File: src/pkg/swc_pkg.sv
// constants and carrier types for the sweep and modulator configuration register bank
//
// Summary of operation
// - upper ramp step count: 30-bit read/write field, reset zero
// - lower ramp step count: 18-bit read/write field, reset zero
// - symmetric sweep: count serves up and down ramps; asymmetric: up only
// - stage one accumulator width code: 00=48, 01=32, 10=24, 11=16 bits; reset 48
// - stage two accumulator width uses the same code; reset 48 bits
// - stage three accumulator width uses the same code; reset 48 bits
// - three bits stop fractional accumulator clocks when one; reset zero
// - three bits stop integer accumulator clocks when one; reset zero
// - mode A clock stops when its bit is one; reset zero
// - mode B clock stops when its bit is one; reset zero
// - integer path clock stops when its bit is one; reset zero
// - input buffer clock stops when its bit is one; reset zero
// - output buffer clock stops when its bit is one; reset zero
// - upper downward ramp step size: 30-bit read/write, reset zero, ramp mode
// - lower downward ramp step size: 18-bit read/write, reset zero
// - index 17h holds no register and no storage
`default_nettype none

package swc_pkg;

	// ****************************************************************
	// bus geometry
	// ****************************************************************
	localparam int unsigned ADDR_W = 12;
	localparam int unsigned DATA_W = 32;
	localparam int unsigned IDX_W = 10;

	// ****************************************************************
	// register indices (byte address is four times the index)
	// ****************************************************************
	localparam logic [IDX_W-1:0] IDX_STEP_COUNT_HIGH = 10'h014;
	localparam logic [IDX_W-1:0] IDX_STEP_COUNT_LOW = 10'h015;
	localparam logic [IDX_W-1:0] IDX_MODULATOR_CONFIG = 10'h016;
	localparam logic [IDX_W-1:0] IDX_ABSENT = 10'h017;
	localparam logic [IDX_W-1:0] IDX_DOWN_STEP_HIGH = 10'h019;
	localparam logic [IDX_W-1:0] IDX_DOWN_STEP_LOW = 10'h01a;

	// ****************************************************************
	// field widths and positions
	// ****************************************************************
	localparam int unsigned HIGH_W = 30;
	localparam int unsigned LOW_W = 18;
	localparam int unsigned FULL_W = 48;
	localparam int unsigned CFG_W = 20;
	localparam int unsigned ACC1_LSB = 0;
	localparam int unsigned ACC2_LSB = 2;
	localparam int unsigned ACC3_LSB = 4;
	localparam int unsigned FRAC_OFF_LSB = 6;
	localparam int unsigned INT_OFF_LSB = 9;
	localparam int unsigned MODE_A_OFF_BIT = 12;
	localparam int unsigned MODE_B_OFF_BIT = 13;
	localparam int unsigned INT_PATH_OFF_BIT = 15;
	localparam int unsigned IN_BUF_OFF_BIT = 16;
	localparam int unsigned OUT_BUF_OFF_BIT = 17;

	// ****************************************************************
	// reset values
	// ****************************************************************
	localparam logic [HIGH_W-1:0] RST_HIGH = 30'h0000_0000;
	localparam logic [LOW_W-1:0] RST_LOW = 18'h0_0000;
	localparam logic [CFG_W-1:0] RST_CFG = 20'h0_0000;

	// ****************************************************************
	// accumulator width codes and their sizes in bits
	// ****************************************************************
	typedef enum logic [1:0] {
		ACC_48 = 2'h0,
		ACC_32 = 2'h1,
		ACC_24 = 2'h2,
		ACC_16 = 2'h3
	} swc_acc_e;
	localparam logic [5:0] BITS_48 = 6'h30;
	localparam logic [5:0] BITS_32 = 6'h20;
	localparam logic [5:0] BITS_24 = 6'h18;
	localparam logic [5:0] BITS_16 = 6'h10;

	// ****************************************************************
	// carriers
	// ****************************************************************
	// clock stop controls, one means the clock is held
	typedef struct packed {
		logic [2:0] frac_off;
		logic [2:0] int_off;
		logic mode_a_off;
		logic mode_b_off;
		logic int_path_off;
		logic in_buf_off;
		logic out_buf_off;
	} swc_gate_s;

	// per-stage accumulator width, code and decoded size
	typedef struct packed {
		swc_acc_e [2:0] code;
		logic [2:0][5:0] bits;
	} swc_acc_s;

	// whole module state
	typedef struct packed {
		logic [HIGH_W-1:0] step_hi;
		logic [LOW_W-1:0] step_lo;
		logic [CFG_W-1:0] cfg;
		logic [HIGH_W-1:0] down_hi;
		logic [LOW_W-1:0] down_lo;
		logic [DATA_W-1:0] prdata;
		logic pready;
		logic pslverr;
		logic [FULL_W-1:0] up_count;
		logic [FULL_W-1:0] down_count;
		logic down_count_used;
		logic [FULL_W-1:0] down_size;
		swc_acc_s acc;
		swc_gate_s gate;
	} swc_state_s;

endpackage : swc_pkg

`default_nettype wire

File: src/rtl/swc_cfg_regs.sv
// sweep step count, down step size and modulator configuration register bank on apb
`timescale 1ns/1ps
`default_nettype none

module swc_cfg_regs (
	// clock and synchronous reset
	input wire logic clk_sys_in,
	input wire logic rst_n_in,
	// apb slave
	input wire logic psel_in,
	input wire logic penable_in,
	input wire logic pwrite_in,
	input wire logic [swc_pkg::ADDR_W-1:0] paddr_in,
	input wire logic [swc_pkg::DATA_W-1:0] pwdata_in,
	input wire logic [3:0] pstrb_in,
	output logic [swc_pkg::DATA_W-1:0] prdata_out,
	output logic pready_out,
	output logic pslverr_out,
	// sweep engine side
	input wire logic asym_sweep_in,
	output logic [swc_pkg::FULL_W-1:0] up_step_count_out,
	output logic [swc_pkg::FULL_W-1:0] down_step_count_out,
	output logic down_step_count_used_out,
	output logic [swc_pkg::FULL_W-1:0] down_step_size_out,
	// sigma_delta_core side
	output swc_pkg::swc_acc_s acc_width_out,
	output swc_pkg::swc_gate_s clk_gate_out
);

	// ****************************************************************
	// helpers
	// ****************************************************************
	// code to accumulator size in bits
	function automatic logic [5:0] acc_bits(input swc_pkg::swc_acc_e code);
		logic [5:0] b;
		b = swc_pkg::BITS_48;
		unique case (code)
			swc_pkg::ACC_48: b = swc_pkg::BITS_48;
			swc_pkg::ACC_32: b = swc_pkg::BITS_32;
			swc_pkg::ACC_24: b = swc_pkg::BITS_24;
			swc_pkg::ACC_16: b = swc_pkg::BITS_16;
		endcase
		return b;
	endfunction : acc_bits

	// byte-lane merge of write data over an old word
	function automatic logic [31:0] merge(input logic [31:0] old, input logic [31:0] wd,
		input logic [3:0] strb);
		logic [31:0] m;
		m = {{8{strb[3]}}, {8{strb[2]}}, {8{strb[1]}}, {8{strb[0]}}};
		return (old & ~m) | (wd & m);
	endfunction : merge

	// ****************************************************************
	// state
	// ****************************************************************
	swc_pkg::swc_state_s q;
	swc_pkg::swc_state_s d;

	logic [swc_pkg::IDX_W-1:0] idx;
	logic hit;
	logic setup;
	logic wr_go;
	logic [31:0] rd_word;
	logic [31:0] old_word;
	logic [31:0] new_word;

	// word index; low two address bits are ignored
	assign idx = paddr_in[swc_pkg::ADDR_W-1:2];
	assign setup = psel_in & ~penable_in;
	// a write lands only at the completing access edge
	assign wr_go = psel_in & penable_in & q.pready & pwrite_in;

	// ****************************************************************
	// address decode and read mux
	// ****************************************************************
	// index 17h and every other hole decode as a miss
	always_comb begin
		hit = 1'b1;
		rd_word = 32'h0000_0000;
		unique case (idx)
			swc_pkg::IDX_STEP_COUNT_HIGH: rd_word = {2'h0, q.step_hi};
			swc_pkg::IDX_STEP_COUNT_LOW: rd_word = {14'h0000, q.step_lo};
			swc_pkg::IDX_MODULATOR_CONFIG: rd_word = {12'h000, q.cfg};
			swc_pkg::IDX_DOWN_STEP_HIGH: rd_word = {2'h0, q.down_hi};
			swc_pkg::IDX_DOWN_STEP_LOW: rd_word = {14'h0000, q.down_lo};
			default: hit = 1'b0;
		endcase
	end

	// old contents used for byte-lane merging (same word as the read view)
	assign old_word = rd_word;
	assign new_word = merge(old_word, pwdata_in, pstrb_in);

	// ****************************************************************
	// next state
	// ****************************************************************
	// one zero-wait answer: read data and error are captured in the setup
	// cycle so every bus output comes straight from a flip-flop
	always_comb begin
		d = q;
		d.pready = setup;
		if (setup) begin
			d.prdata = pwrite_in ? 32'h0000_0000 : rd_word;
			d.pslverr = ~hit;
		end else if (psel_in & penable_in & q.pready) begin
			d.prdata = 32'h0000_0000;
			d.pslverr = 1'b0;
		end
		// register writes; misses store nothing
		if (wr_go & hit) begin
			unique case (idx)
				swc_pkg::IDX_STEP_COUNT_HIGH: d.step_hi = new_word[swc_pkg::HIGH_W-1:0];
				swc_pkg::IDX_STEP_COUNT_LOW: d.step_lo = new_word[swc_pkg::LOW_W-1:0];
				// reserved bits are stored and read back but steer nothing
				swc_pkg::IDX_MODULATOR_CONFIG: d.cfg = new_word[swc_pkg::CFG_W-1:0];
				swc_pkg::IDX_DOWN_STEP_HIGH: d.down_hi = new_word[swc_pkg::HIGH_W-1:0];
				swc_pkg::IDX_DOWN_STEP_LOW: d.down_lo = new_word[swc_pkg::LOW_W-1:0];
				default: d.cfg = q.cfg;
			endcase
		end
		// joined 48-bit values, 30-bit upper field on top
		d.up_count = {d.step_hi, d.step_lo};
		d.down_size = {d.down_hi, d.down_lo};
		// the count governs the down ramp only while the sweep is symmetric
		d.down_count_used = ~asym_sweep_in;
		d.down_count = asym_sweep_in ? {swc_pkg::FULL_W{1'b0}} : {d.step_hi, d.step_lo};
		// accumulator widths per stage
		d.acc.code[0] = swc_pkg::swc_acc_e'(d.cfg[swc_pkg::ACC1_LSB +: 2]);
		d.acc.code[1] = swc_pkg::swc_acc_e'(d.cfg[swc_pkg::ACC2_LSB +: 2]);
		d.acc.code[2] = swc_pkg::swc_acc_e'(d.cfg[swc_pkg::ACC3_LSB +: 2]);
		d.acc.bits[0] = acc_bits(d.acc.code[0]);
		d.acc.bits[1] = acc_bits(d.acc.code[1]);
		d.acc.bits[2] = acc_bits(d.acc.code[2]);
		// clock stops, a one holds the clock
		d.gate.frac_off = d.cfg[swc_pkg::FRAC_OFF_LSB +: 3];
		d.gate.int_off = d.cfg[swc_pkg::INT_OFF_LSB +: 3];
		d.gate.mode_a_off = d.cfg[swc_pkg::MODE_A_OFF_BIT];
		d.gate.mode_b_off = d.cfg[swc_pkg::MODE_B_OFF_BIT];
		d.gate.int_path_off = d.cfg[swc_pkg::INT_PATH_OFF_BIT];
		d.gate.in_buf_off = d.cfg[swc_pkg::IN_BUF_OFF_BIT];
		d.gate.out_buf_off = d.cfg[swc_pkg::OUT_BUF_OFF_BIT];
	end

	// ****************************************************************
	// registers
	// ****************************************************************
	// all-zero reset gives 48-bit accumulators and every clock running
	always_ff @(posedge clk_sys_in) begin
		if (!rst_n_in) begin
			q <= '0;
		end else begin
			q <= d;
		end
	end

	// ****************************************************************
	// outputs
	// ****************************************************************
	assign prdata_out = q.prdata;
	assign pready_out = q.pready;
	assign pslverr_out = q.pslverr;
	assign up_step_count_out = q.up_count;
	assign down_step_count_out = q.down_count;
	assign down_step_count_used_out = q.down_count_used;
	assign down_step_size_out = q.down_size;
	assign acc_width_out = q.acc;
	assign clk_gate_out = q.gate;

endmodule : swc_cfg_regs

`default_nettype wire

File: config.mk
export PLATFORM = sky130hd
export DESIGN_NAME = swc_cfg_regs
export DESIGN_NICKNAME = d
export VERILOG_FILES = /design/src/pkg/swc_pkg.sv /design/src/rtl/swc_cfg_regs.sv
export SDC_FILE = /design/constraint.sdc
export NUM_CORES = 1
export LEC_CHECK = 0
export ABC_AREA = 1
export BUFFER_PORTS_ARGS = -buffer_cell sky130_fd_sc_hd__buf_2
export CAP_MARGIN = 25
export CORE_ASPECT_RATIO = 1.4
export CORE_MARGIN = 2
export CORE_UTILIZATION = 45
export DETAILED_ROUTE_END_ITERATION = 10
export PLACE_DENSITY_LB_ADDON = 0.05
export SETUP_SLACK_MARGIN = 0.15
export SLEW_MARGIN = 20
export SYNTH_ARGS = -nofsm -noshare
export SYNTH_HDL_FRONTEND = slang
export SYNTH_SLANG_ARGS = --single-unit
File: constraint.sdc
create_clock -name clk_sys_in -period 3.59 [get_ports clk_sys_in]
set_input_delay 0.359 -clock clk_sys_in [delete_from_list [all_inputs] [get_ports clk_sys_in]]
set_output_delay 0.359 -clock clk_sys_in [all_outputs]
set_load 0.02 [all_outputs]
# Word-level counts from Yosys, hierarchy flattened
# Cells that the tools add are included.
# word_totals
out_inout_bits	214
reg_bits	330
elab_cells	76
in_bits	54
# classes
reduce_logical	7
bitwise_logic	13
eq_ne	14
n_mux	16
# ops
cell	count
$pmux 30 s5	1
$mux 116	1
$mux 32	3
$pmux 6 s4	3
$and 30x30->30	2
$mux 30	2
$eq 10x5->1 const B	5
$mux 18	2
$not 30->30	1
$or 30x30->30	1
$mux 20	1
$eq 2x2->1 const B	6
$eq 2x1->1 const B	3
$logic_not 2->1	3
$and 1x1->1	5
$reduce_or 5->1	1
$not 1->1	4
$mux 1	3
$reduce_and 2->1	1
$reduce_bool 2->1	1
$reduce_or 2->1	1

# Logic depth before layout (Yosys ltp)
# Gate-level depths: netlist of run 1.
# depth
depth_word	8
ltp_mapped	14
mapped_depth_nobuf	14

# Worst setup path after synthesis of run 1
# OpenSTA, ideal clock, no wires.
# synth_path
path_kind	reg2reg
start	register q (netlist bit pready_out)
end	register q (netlist bit down_step_count_out[22])
setup_time_ns	0.128
path_slack_ns	1.866
synth_period_minus_slack_ns	1.724
path_stages_with_launch	11
path_buffers	1
t_arrival_ns	1.596
cell_sequence	dfxtp_1 nand2_1 nor2_1 nand2_1 inv_1 nand3_1 inv_1 clkbuf_1 nand2_1 nand2_1 nor2_1
# synth_via
elab_chain_len	4
# synth_lines
element	line_no	rtl
start: declaration	swc_cfg_regs.sv:57	swc_pkg::swc_state_s q;
start signal: assignment	swc_cfg_regs.sv:151	q <= '0;
start signal: assignment	swc_cfg_regs.sv:153	q <= d;
$and 1x1->1 (2 in a row)	swc_cfg_regs.sv:72	assign wr_go = psel_in & penable_in & q.pready & pwrite_in;
$and 1x1->1	swc_cfg_regs.sv:111	if (wr_go & hit) begin
$mux 116	swc_cfg_regs.sv:111	
# No other way between the ends.
# A chain may end at the register's enable or synchronous reset.

# Worst setup path after layout of run 1
# layout_path
start	register q (netlist bit pready_out)
end	register q (netlist bit acc_width_out[16])
# layout_via
elab_chain_len	6
# layout_lines
element	line_no	rtl
$and 1x1->1 (*) (2 in a row)	swc_cfg_regs.sv:72	
$and 1x1->1 (*)	swc_cfg_regs.sv:111	
$mux 116 (*)	swc_cfg_regs.sv:111	
$eq 2x2->1, or another cell as far along	swc_cfg_regs.sv:37	unique case (code)
$pmux 6 s4 (*)	swc_cfg_regs.sv:37	
# Mark *: on every way between the ends. The rest lies on a longest branch, timed or not. The select of a mux whose other input is x is not followed.

==> flow_metrics.env, run 1 <==
export IMPL_postCtsHoldBufs=0
export IMPL_grt_pass1_vias=8217
export IMPL_initial_utilization_pct=45.6
export IMPL_intPower_mw=3.66
export IMPL_run_status="complete, no violations"
export IMPL_dp_hpwl_mm=20.6
export IMPL_max_freq_mhz=420
export IMPL_syn_area_um2=10200
export IMPL_htreeDepth=1
export IMPL_die_x_um=132
export IMPL_cts_sink_count=206
export IMPL_finalSetupTns_ns=0
export IMPL_worstPathMaxFanout=25
export IMPL_netlist_instances=1392
export IMPL_antenna_found_initial=1
export IMPL_drtAntennaViolNets=0
export IMPL_startpoint_type="flop"
export IMPL_total_power_mw=4.79
export IMPL_detailroute_via_count=8640
export IMPL_numCtsBuffers=22
export IMPL_crit_start="pready_out$_SDFF_PN0_"
export IMPL_yosysSeqAreaShare_pct=40.2
export IMPL_syn2layout_area_growth_pct=6.91
export IMPL_setup_violations=0
export IMPL_fin_skew_ns=0.0154
export IMPL_vias_per_cell=4.98
export IMPL_drtIter0Drc=649
export IMPL_cts_setup_buffers=0
export IMPL_r2r_start="pready_out$_SDFF_PN0_"
export IMPL_wl_per_cell_um=17.7
export IMPL_cp_required_ns=3.98
export IMPL_reg2reg_to="acc_width_out[16]$_SDFF_PN0_"
export IMPL_power_frac_clock_pct=47.4
export IMPL_netSwitchingPower_mw=1.13
export IMPL_p_leak_nw=5.66
export IMPL_ys_warn_count=0
export IMPL_critical_path_arrival_ns=2.78
export IMPL_grt_total_usage_pct=24.8
export IMPL_cts_buffer_depth=3
export IMPL_die_area_um2=24000
export IMPL_synth_cell_types=29
export IMPL_finalCritPeriodShare_pct=66.4
export IMPL_insertion_delay_ns=0.52
export IMPL_cts_tree="done"
export IMPL_avgSynthCellArea_um2=7.36
export IMPL_hp_class="in -> reg"
export IMPL_p_per_area_nw_per_um2=437
export IMPL_final_min_clock_period_ns=2.38
export IMPL_gp_congestion=0.852
export IMPL_die_h_um=183
export IMPL_portBuffers=252
export IMPL_maxCapViolCount=0
export IMPL_drc_errors=0
export IMPL_drive_gt1_share_pct=26.1
export IMPL_worst_r2r_path_depth=10
export IMPL_path_class="reg -> reg"
export IMPL_peakVddDrop_mv=0.333
export IMPL_drt_first_pass_iters=5
export IMPL_wirelength_mm=30.8
export IMPL_combinationalPowerShare_pct=4.7
export IMPL_hold_viol=0
export IMPL_rows=65
export IMPL_grt_pass1_wl_mm=46.7
export IMPL_n_fill_cell=2372
export IMPL_cts_root_buf="clkbuf_16"
export IMPL_overflow=0
export IMPL_post_place_ws_ns=0.759
export IMPL_seqPwrFrac_pct=47.8
export IMPL_grt_max_degree=98
export IMPL_ios=268
export IMPL_swShare_pct=23.6
export IMPL_worstMarginPinSlew_ns=1.03
export IMPL_fin_ws_ns=1.21
export IMPL_slew_violations=0
export IMPL_ys_ff_latch=206
export IMPL_slew_headroom_pct=31.6
export IMPL_critPathCapture="acc_width_out[16]$_SDFF_PN0_"
export IMPL_r2r_setup_slack_ns=1.21
export IMPL_ctsResizeCount=0
export IMPL_clk_pin_slew_ns=0.06
export IMPL_critPathCaptureType="flop"
export IMPL_fp_coreArea_um2=22400
export IMPL_nets=1472
export IMPL_grt_setup_unrepaired="no"
==> per-layer routing <==
metal / routed length, µm / share of wire, % / vias to the layer above / track usage [%]
li1: - / - / 4259 / -
met1: 12900 / 42 / 3947 / 31.3
met2: 14500 / 47 / 372 / 42.2
met3: 2530 / 8.2 / 62 / 5.36
met4: 931 / 3.0 / 0 / 8.09
met5: 0 / 0 / - / 0
==> power by group through the flow <==
stage | sequential, mW | combinational [mW] | clock (mW)
floorplan | 2.35 | 0.144 | 0
global placement | 2.34 | 0.221 | 0
detailed placement | 2.34 | 0.221 | 0
CTS | 2.29 | 0.221 | 2.33
global route | 2.29 | 0.243 | 2.42
finish | 2.29 | 0.225 | 2.27
==> cell type report <==
| cell class | instances | area, µm² | share of cell area [%] |
|---|---|---|---|
| Sequential cell | 206 | 4120 | 37.6 |
| Multi-Input combinational cell | 782 | 3770 | 34.4 |
| Timing Repair Buffer | 272 | 1450 | 13.2 |
| Clock buffer | 29 | 627 | 5.72 |
| Inverter | 134 | 503 | 4.59 |
| Tap cell | 301 | 377 | 3.44 |
| Clock inverter | 11 | 103 | 0.937 |
| Antenna cell | 1 | 2.50 | 0.0228 |
==> cells in the final DEF, fill, tap and decap left out <==
cell	count
nand2_1	256
buf_2	252
dfxtp_1	206
inv_1	126
a21oi_1	111
nor2_1	102
nand3_1	95
o21ai_0	93
clkbuf_16	22
or2_2	18
buf_4	17
nand4_1	12
nand2_2	12
o31ai_1	12
nand3_2	11
conb_1	11
mux2i_1	10
a32o_1	10
inv_2	8
o21ai_1	8
nor2_2	7
nor2_4	7
clkbuf_8	5
clkinv_2	5
clkinvlp_4	3
buf_12	3
o211ai_1	2
o21bai_1	2
nand3b_1	2
clkbuf_1	2
diode_2	1
nand3_4	1
clkinv_8	1
clkinv_4	1
bufinv_16	1
==> kinds of logic (layout without fill, tap and decap cells) <==
| family | Yosys count | count (layout) | synth area share [%] |
|---|---|---|---|
| AOI/OAI and AO/OA | 238 | 238 | 12.5 |
| buffers and inverters | 414 | 446 | 23.7 |
| DFF | 206 | 206 | 40.2 |
| muxes | 10 | 10 | 0.977 |
| other | 1 | 12 | 0.0366 |
| and+or+nand+nor | 523 | 523 | 22.6 |
==> worst max-delay path, stage by stage (launching register included) <==
cell and delay, ns:
dfxtp_1 0.34, nand2_1 0.06, nor2_1 0.34, nand2_1 0.22, inv_1 0.23, nand2_2 0.10
nor2_4 0.26, buf_4 0.34, nand3_1 0.14, nand3_1 0.15, nand2_1 0.08
==> registers in the layout (all words and copies together), names as in the netlist <==
| register | cells |
|---|---|
| pready_out | 1 |
| up_step_count_out | 1 |
| down_step_size_out | 1 |
| acc_width_out | 9 |
| pslverr_out | 1 |
| down_step_count_used_out | 1 |
| down_step_count_out | 48 |
| prdata_out | 30 |
| q | 114 |
==> cells in the mapped netlist <==
cell,instances,area [µm²]
a21oi_1,111,556
buf_4,215,1610
or2_2,18,113
o21bai_1,2,15.0
mux2i_1,10,100
nand3_4,1,17.5
nand3_1,96,480
nand3b_1,2,15.0
nand2_2,12,75.1
clkbuf_1,33,124
buf_2,26,130
dfxtp_1,206,4120
buf_6,2,22.5
nor2_2,7,43.8
nor2_1,106,398
nand2_1,256,961
buf_1,3,11.3
inv_2,7,26.3
nand3_2,10,100
buf_12,1,20.0
o21ai_0,93,465
o211ai_1,2,15.0
conb_1,1,3.75
nand4_1,12,75.1
nor2_4,3,33.8
inv_1,127,477
a32o_1,10,100
o21ai_1,8,40.0
o31ai_1,12,90.1
==> how the worst min path moves through the flow <==
stage / startpoint / to / cells past startpoint
4_1_cts: rst_n_in / pready_out$_SDFF_PN0_ / 3
6_report: rst_n_in / pready_out$_SDFF_PN0_ / 3
2_1_floorplan: prdata_out[18]$_SDFFE_PN0P_ / prdata_out[18]$_SDFFE_PN0P_ / 2
5_1_grt: rst_n_in / pready_out$_SDFF_PN0_ / 3
3_5_place_dp: prdata_out[1]$_SDFFE_PN0P_ / prdata_out[1]$_SDFFE_PN0P_ / 2
3_3_place_gp: prdata_out[5]$_SDFFE_PN0P_ / prdata_out[5]$_SDFFE_PN0P_ / 2
==> metrics by stage <==
step / utilization, % / hold WS, ns / cell area [µm²] / cells
finish: 48.8 / 0.106 / 11000 / 1736
global route: 48.8 / 0.106 / 11000 / 1735
CTS: 48.7 / 0.0888 / 10900 / 1734
detailed placement: 45.5 / 0.460 / 10200 / 1694
global placement: 45.5 / 0.455 / 10200 / 1694
floorplan: - / 0.446 / 10300 / 1402
Power figures use the tool's default switching activity.
==> run 2: changes to the inputs <==
==> constraint.sdc (replaced) <==
create_clock -name clk_sys_in -period 2 [get_ports clk_sys_in]
set_input_delay 0.2 -clock clk_sys_in [delete_from_list [all_inputs] [get_ports clk_sys_in]]
set_output_delay 0.2 -clock clk_sys_in [all_outputs]
set_load 0.02 [all_outputs]
==> run 2 against run 1 <==
- via count increased by 2.6%
- largest power group is now clock
- clock power is 85% higher
- wire length grew 2.7%
- sequential cell count is the same
==> flow_metrics.env, run 2 (synthesis gave the netlist of run 1 again) <==
export IMPL_cts_buffer_depth=3
export IMPL_worstMarginPinSlew_ns=0.640
export IMPL_crit_path_max_incr_delay_ns=0.33
export IMPL_dp_hpwl_mm=21.8
export IMPL_slew_violations=0
export IMPL_die_x_um=132
export IMPL_holdPathStages=3
export IMPL_drtIter0Drc=543
export IMPL_p_per_area_nw_per_um2=755
export IMPL_initial_utilization_pct=45.6
export IMPL_numCtsBuffers=22
export IMPL_setup_violations=0
export IMPL_die_area_um2=24000
export IMPL_clk_pin_slew_ns=0.06
export IMPL_die_h_um=183
export IMPL_max_freq_mhz=596
export IMPL_critPathSlowestCell="dfxtp_1"
export IMPL_hold_end="q[252]$_SDFFE_PN0P_"
export IMPL_holdCritStartpoint="pwdata_in[20]"
export IMPL_crit_chain="nand2_1, nor2_2, nand2_2, inv_2, nand2_2, nor2_4, inv_2, nand2_1, nand3_1, nor2_1"
export IMPL_placedCellCount=1746
export IMPL_r2r_setup_slack_ns=0.32
export IMPL_crit_family="simple AND/OR/NAND/NOR gates"
export IMPL_n_fill_cell=2324
export IMPL_dpl_cell_area_um2=10800
export IMPL_overflow=0
export IMPL_vias_per_cell=4.94
export IMPL_grt_setup_unrepaired="no"
export IMPL_p_leak_nw=6.01
export IMPL_r2r_start="pready_out$_SDFF_PN0_"
export IMPL_post_place_ws_ns=-0.0471
export IMPL_path_buf_inv=2
export IMPL_critical_path_arrival_ns=2.12
export IMPL_final_common_cell="nand2_1"
export IMPL_reg2reg_to="acc_width_out[3]$_SDFF_PN0_"
export IMPL_drive_gt1_share_pct=28.5
export IMPL_cts_sink_count=206
export IMPL_cts_root_buf="clkbuf_16"
export IMPL_grt_total_usage_pct=25.4
export IMPL_crit_start="pready_out$_SDFF_PN0_"
export IMPL_antenna_found_initial=0
export IMPL_fin_cells=1794
export IMPL_startpoint_type="flop"
export IMPL_ios=268
export IMPL_largest_register="q"
export IMPL_wirelength_mm=31.6
export IMPL_grt_pass1_vias=8331
export IMPL_cts_tree="done"
export IMPL_slew_headroom_pct=57.3
export IMPL_run_status="complete, no violations"
export IMPL_finalCritPeriodShare_pct=84.0
export IMPL_mostFrequentLayoutCells="nand2_1 (255), buf_2 (252), dfxtp_1 (206), inv_1 (124), a21oi_1 (111)"
export IMPL_htreeDepth=1
export IMPL_insertion_delay_ns=0.51
export IMPL_fin_skew_ns=0.00822
export IMPL_detailroute_via_count=8866
export IMPL_critPathCaptureType="flop"
export IMPL_nets=1533
export IMPL_finalSetupTns_ns=0
export IMPL_drc_errors=0
export IMPL_wl_per_cell_um=17.6
export IMPL_total_power_mw=8.77
export IMPL_portBuffers=252
export IMPL_fin_util_pct=51.7
export IMPL_drtAntennaViolNets=0
export IMPL_fp_coreArea_um2=22400
export IMPL_maxCapViolCount=0
export IMPL_drt_first_pass_iters=5
export IMPL_largest_reg_flops=114
export IMPL_hold_viol=0
export IMPL_whs_ns=0.00723
export IMPL_gp_congestion=0.887
export IMPL_peakVddDrop_mv=0.842
export IMPL_design_area_um2=11600
export IMPL_grt_pass1_wl_mm=48.0
export IMPL_worstPathMaxFanout=8
export IMPL_final_min_clock_period_ns=1.68
export IMPL_path_class="reg -> reg"
export IMPL_antennaDiodeCount=0
export IMPL_rows=65
export IMPL_syn2layout_area_growth_pct=13.3
export IMPL_fin_ws_ns=0.321
export IMPL_grt_max_degree=98
export IMPL_hp_class="in -> reg"
export IMPL_cp_required_ns=2.44
export IMPL_worst_r2r_path_depth=10
[run 2: changes by cell type in the layout (fill, tap and decap cells not counted), sizes merged]
cell,previous run,this run
buf,272,324
dlygate4sd3,0,9
clkbuf,29,33
clkinv,7,3
clkinvlp,3,0
bufinv,1,2
diode,1,0
[run 2: worst max path at each step]
stage	to	cells past startpoint
6_report	acc_width_out[3]$_SDFF_PN0_	10
2_1_floorplan	down_step_count_out[22]$_SDFF_PP0_	10
3_5_place_dp	down_step_count_out[19]$_SDFF_PP0_	14
5_1_grt	acc_width_out[3]$_SDFF_PN0_	10
3_3_place_gp	down_step_count_out[19]$_SDFF_PP0_	14
4_1_cts	down_step_count_out[21]$_SDFF_PP0_	10
[run 2: cell type report]
class / count / area [µm²] / share of cell area (%)
Clock buffer: 33 / 663 / 5.71
Clock inverter: 5 / 75.1 / 0.647
Inverter: 134 / 503 / 4.33
Multi-Input combinational cell: 782 / 3770 / 32.5
Sequential cell: 206 / 4120 / 35.5
Tap cell: 301 / 377 / 3.24
Timing Repair Buffer: 333 / 2090 / 18.0
[run 2: per-layer routing]
metal  global-route usage [%]  routed length (µm)  vias to the layer above  part of all wire (%)
met5                        0                   0                        -                     0
met4                     9.04                 907                        0                   2.9
met3                     5.42                2280                       67                   7.2
met2                     43.6               15200                      370                    48
met1                     31.6               13300                     4030                    42
li1                         -                   -                     4399                     -
[run 2: worst reg2reg max path: stages, from the launching register on]
cell	delay, ns
dfxtp_1	0.33
nand2_1	0.07
nor2_2	0.14
nand2_2	0.12
inv_2	0.12
nand2_2	0.08
nor2_4	0.22
inv_2	0.16
nand2_1	0.11
nand3_1	0.12
nor2_1	0.13
[run 2: what timing repair did]
action / in CTS / in global routing
gates resized for setup: 0 / 8
setup buffers: 0 / 1
hold buffers: 9 / 0
endpoints found under the hold margin: 8 / 0
setup endpoints to repair: 0 / 77
[run 2: report_power, final]
part           internal [mW]  total [mW]  switching, mW
clock                   2.54        4.20           1.66
combinational          0.148       0.457          0.309
sequential              4.11        4.12        0.00309
==> run 3: changes to the inputs <==
==> constraint.sdc (replaced) <==
create_clock -name clk_sys_in -period 1.5 [get_ports clk_sys_in]
set_input_delay 0.15 -clock clk_sys_in [delete_from_list [all_inputs] [get_ports clk_sys_in]]
set_output_delay 0.15 -clock clk_sys_in [all_outputs]
set_load 0.02 [all_outputs]
==> run 3 against run 2 <==
- the run now ends with setup timing left
- clock-buffer cell count decreased by 1
- non-clock buffer count increased by 48
- hold slack improved by 0.053 ns
- via count increased by 4.1%
- global-route usage increased by 0.98 points
- combinational power increased by 47%
- first-iteration DRC count increased by 38%
- register-to-register slack got worse by 0.33 ns
- clock power increased by 28%
- cell area increased by 9.0%
- largest cell class unchanged
- sequential power increased by 33%
- utilization increased by 4.6 points
==> flow_metrics.env, run 3 (synthesis gave the netlist of run 1 again) <==
export IMPL_multiInputGateArea_um2=4060
export IMPL_run_status="finished, violations left"
export IMPL_mostFrequentLayoutCells="buf_2 (252), nand2_1 (235), dfxtp_1 (205), inv_1 (123), nor2_1 (97)"
export IMPL_register_area_um2=4130
export IMPL_syn2layout_area_growth_pct=23.5
export IMPL_total_power_mw=11.5
export IMPL_grt_max_degree=98
export IMPL_antennaDiodeCount=0
export IMPL_power_frac_clock_pct=46.6
export IMPL_slew_violations=0
export IMPL_insertion_delay_ns=0.51
export IMPL_worst_r2r_path_depth=10
export IMPL_initial_utilization_pct=45.6
export IMPL_htreeDepth=1
export IMPL_hold_viol=0
export IMPL_numCtsBuffers=22
export IMPL_die_h_um=183
export IMPL_n_fill_cell=2176
export IMPL_crit_chain="nand2_4, nor2_4, nand2_4, buf_6, nor2_4, buf_12, buf_12, buf_12, buf_16, a21oi_2"
export IMPL_grt_setup_unrepaired="yes"
export IMPL_swShare_pct=23.2
export IMPL_cts_root_buf="clkbuf_16"
export IMPL_detailroute_via_count=9228
export IMPL_ios=268
export IMPL_post_place_ws_ns=-0.433
export IMPL_dp_hpwl_mm=22.5
export IMPL_setup_violations=7
export IMPL_max_freq_mhz=662
export IMPL_fin_skew_ns=0.00820
export IMPL_fp_coreArea_um2=22400
export IMPL_portBuffers=252
export IMPL_peakVddDrop_mv=0.976
export IMPL_combinationalPowerShare_pct=5.8
export IMPL_fin_util_pct=56.4
export IMPL_p_per_area_nw_per_um2=911
export IMPL_antenna_found_initial=0
export IMPL_netSwitchingPower_mw=2.68
export IMPL_drt_first_pass_iters=5
export IMPL_maxCapViolCount=0
export IMPL_cts_sink_count=206
export IMPL_vias_per_cell=5.01
export IMPL_die_x_um=132
export IMPL_drive_gt1_share_pct=34.7
export IMPL_wl_per_cell_um=18.5
export IMPL_violations="setup timing"
export IMPL_largest_reg_flops=114
export IMPL_startpoint_type="flop"
export IMPL_wirelength_mm=34.1
export IMPL_path_common_cell="buf_12"
export IMPL_final_min_clock_period_ns=1.51
export IMPL_clk_pin_slew_ns=0.06
export IMPL_cts_tree="done"
export IMPL_p_leak_nw=6.41
export IMPL_critPathCaptureType="flop"
export IMPL_gp_congestion=0.878
export IMPL_overflow=0
export IMPL_worstMarginPinSlew_ns=0.564
export IMPL_critPathSlowestCell="dfxtp_4"
export IMPL_drtIter0Drc=749
export IMPL_drc_errors=0
export IMPL_grt_pass1_vias=8951
export IMPL_seqPwrFrac_pct=47.6
export IMPL_die_area_um2=24000
export IMPL_fin_ws_ns=-0.0112
export IMPL_critical_path_arrival_ns=1.90
export IMPL_holdPathStages=4
export IMPL_final_common_cell="buf_2"
export IMPL_worstPathMaxFanout=8
export IMPL_nets=1581
export IMPL_path_class="reg -> reg"
export IMPL_grt_pass1_wl_mm=49.9
export IMPL_finalCritPeriodShare_pct=101
export IMPL_crit_path_max_incr_delay_ns=0.36
export IMPL_grt_total_usage_pct=26.4
export IMPL_intPower_mw=8.84
export IMPL_rows=65
export IMPL_largest_register="q"
export IMPL_cp_required_ns=1.89
export IMPL_drtAntennaViolNets=0
export IMPL_cts_buffer_depth=3
export IMPL_slew_headroom_pct=62.3
export IMPL_hp_class="in -> reg"
-- run 3: cell types whose count changed in the layout (fill, tap and decap cells not counted), sizes merged, moves of 2 or more --
cell,previous run,this run
buf,324,358
clkbuf,33,41
dlygate4sd3,9,14
bufinv,2,0
-- run 3: through the flow --
stage | hold slack, ns | cells | TNS (ns) | cell area (µm²)
after detailed placement | 0.452 | 1766 | -45.90 | 11100
after global placement | 0.434 | 1766 | -43.27 | 11100
final | 0.0607 | 1842 | -0.0429 | 12700
after floorplan | 0.296 | 1402 | 0 | 10400
after CTS | 0.0425 | 1822 | 0 | 12100
after global routing | 0.0594 | 1842 | -2.90 | 12700
-- run 3: timing repair --
item                                   4_1_cts  5_1_grt
hold buffers                                14        0
endpoints found under the hold margin       21        0
setup endpoints to repair                  172      198
gates resized for setup                     20       70
pin swaps                                    6       22
gates cloned                                 2       12
buffers inserted                             2        8
-- run 3: metal layers --
metal / up-vias / routed length (µm) / GRT usage [%]
li1: 4492 / - / -
met1: 4279 / 13500 / 31.9
met2: 402 / 16900 / 46.5
met3: 55 / 2900 / 5.75
met4: 0 / 829 / 8.91
met5: - / 0 / 0
-- run 3: path summary, 6_finish.rpt --
check                                endpoint                         from  slack [ns]
hold reg to reg   prdata_out[19]$_SDFFE_PN0P_  prdata_out[19]$_SDFFE_PN0P_        0.46
setup reg to reg          q[254]$_SDFFE_PN0P_        pready_out$_SDFF_PN0_       -0.01
setup / recovery          q[254]$_SDFFE_PN0P_        pready_out$_SDFF_PN0_       -0.01
hold / removal            q[238]$_SDFFE_PN0P_                 pwdata_in[6]        0.06
-- run 3: cell type report --
type	count	area share, %
clock buffers	32	5.37
clock inverters	6	0.287
inverters	134	4.15
multi-input cells	782	32.1
flip-flops and latches	206	32.6
well taps	301	2.98
repair buffers	381	22.5
-- run 3: critical path, delay by kind of cell (launching register included) --
family                 cells  cell delay (ns)
AO/OA/AOI/OAI              1             0.05
buffers and inverters      5             0.62
flip-flops                 1             0.36
AND/OR/NAND/NOR            4             0.37
-- run 3: power groups by stage --
stage	logic [mW]	clock network [mW]	registers, mW
floorplan	0.366	0	5.61
global placement	0.619	0	5.61
detailed placement	0.621	0	5.61
CTS	0.652	5.50	5.49
global route	0.715	5.72	5.48
finish	0.672	5.37	5.49
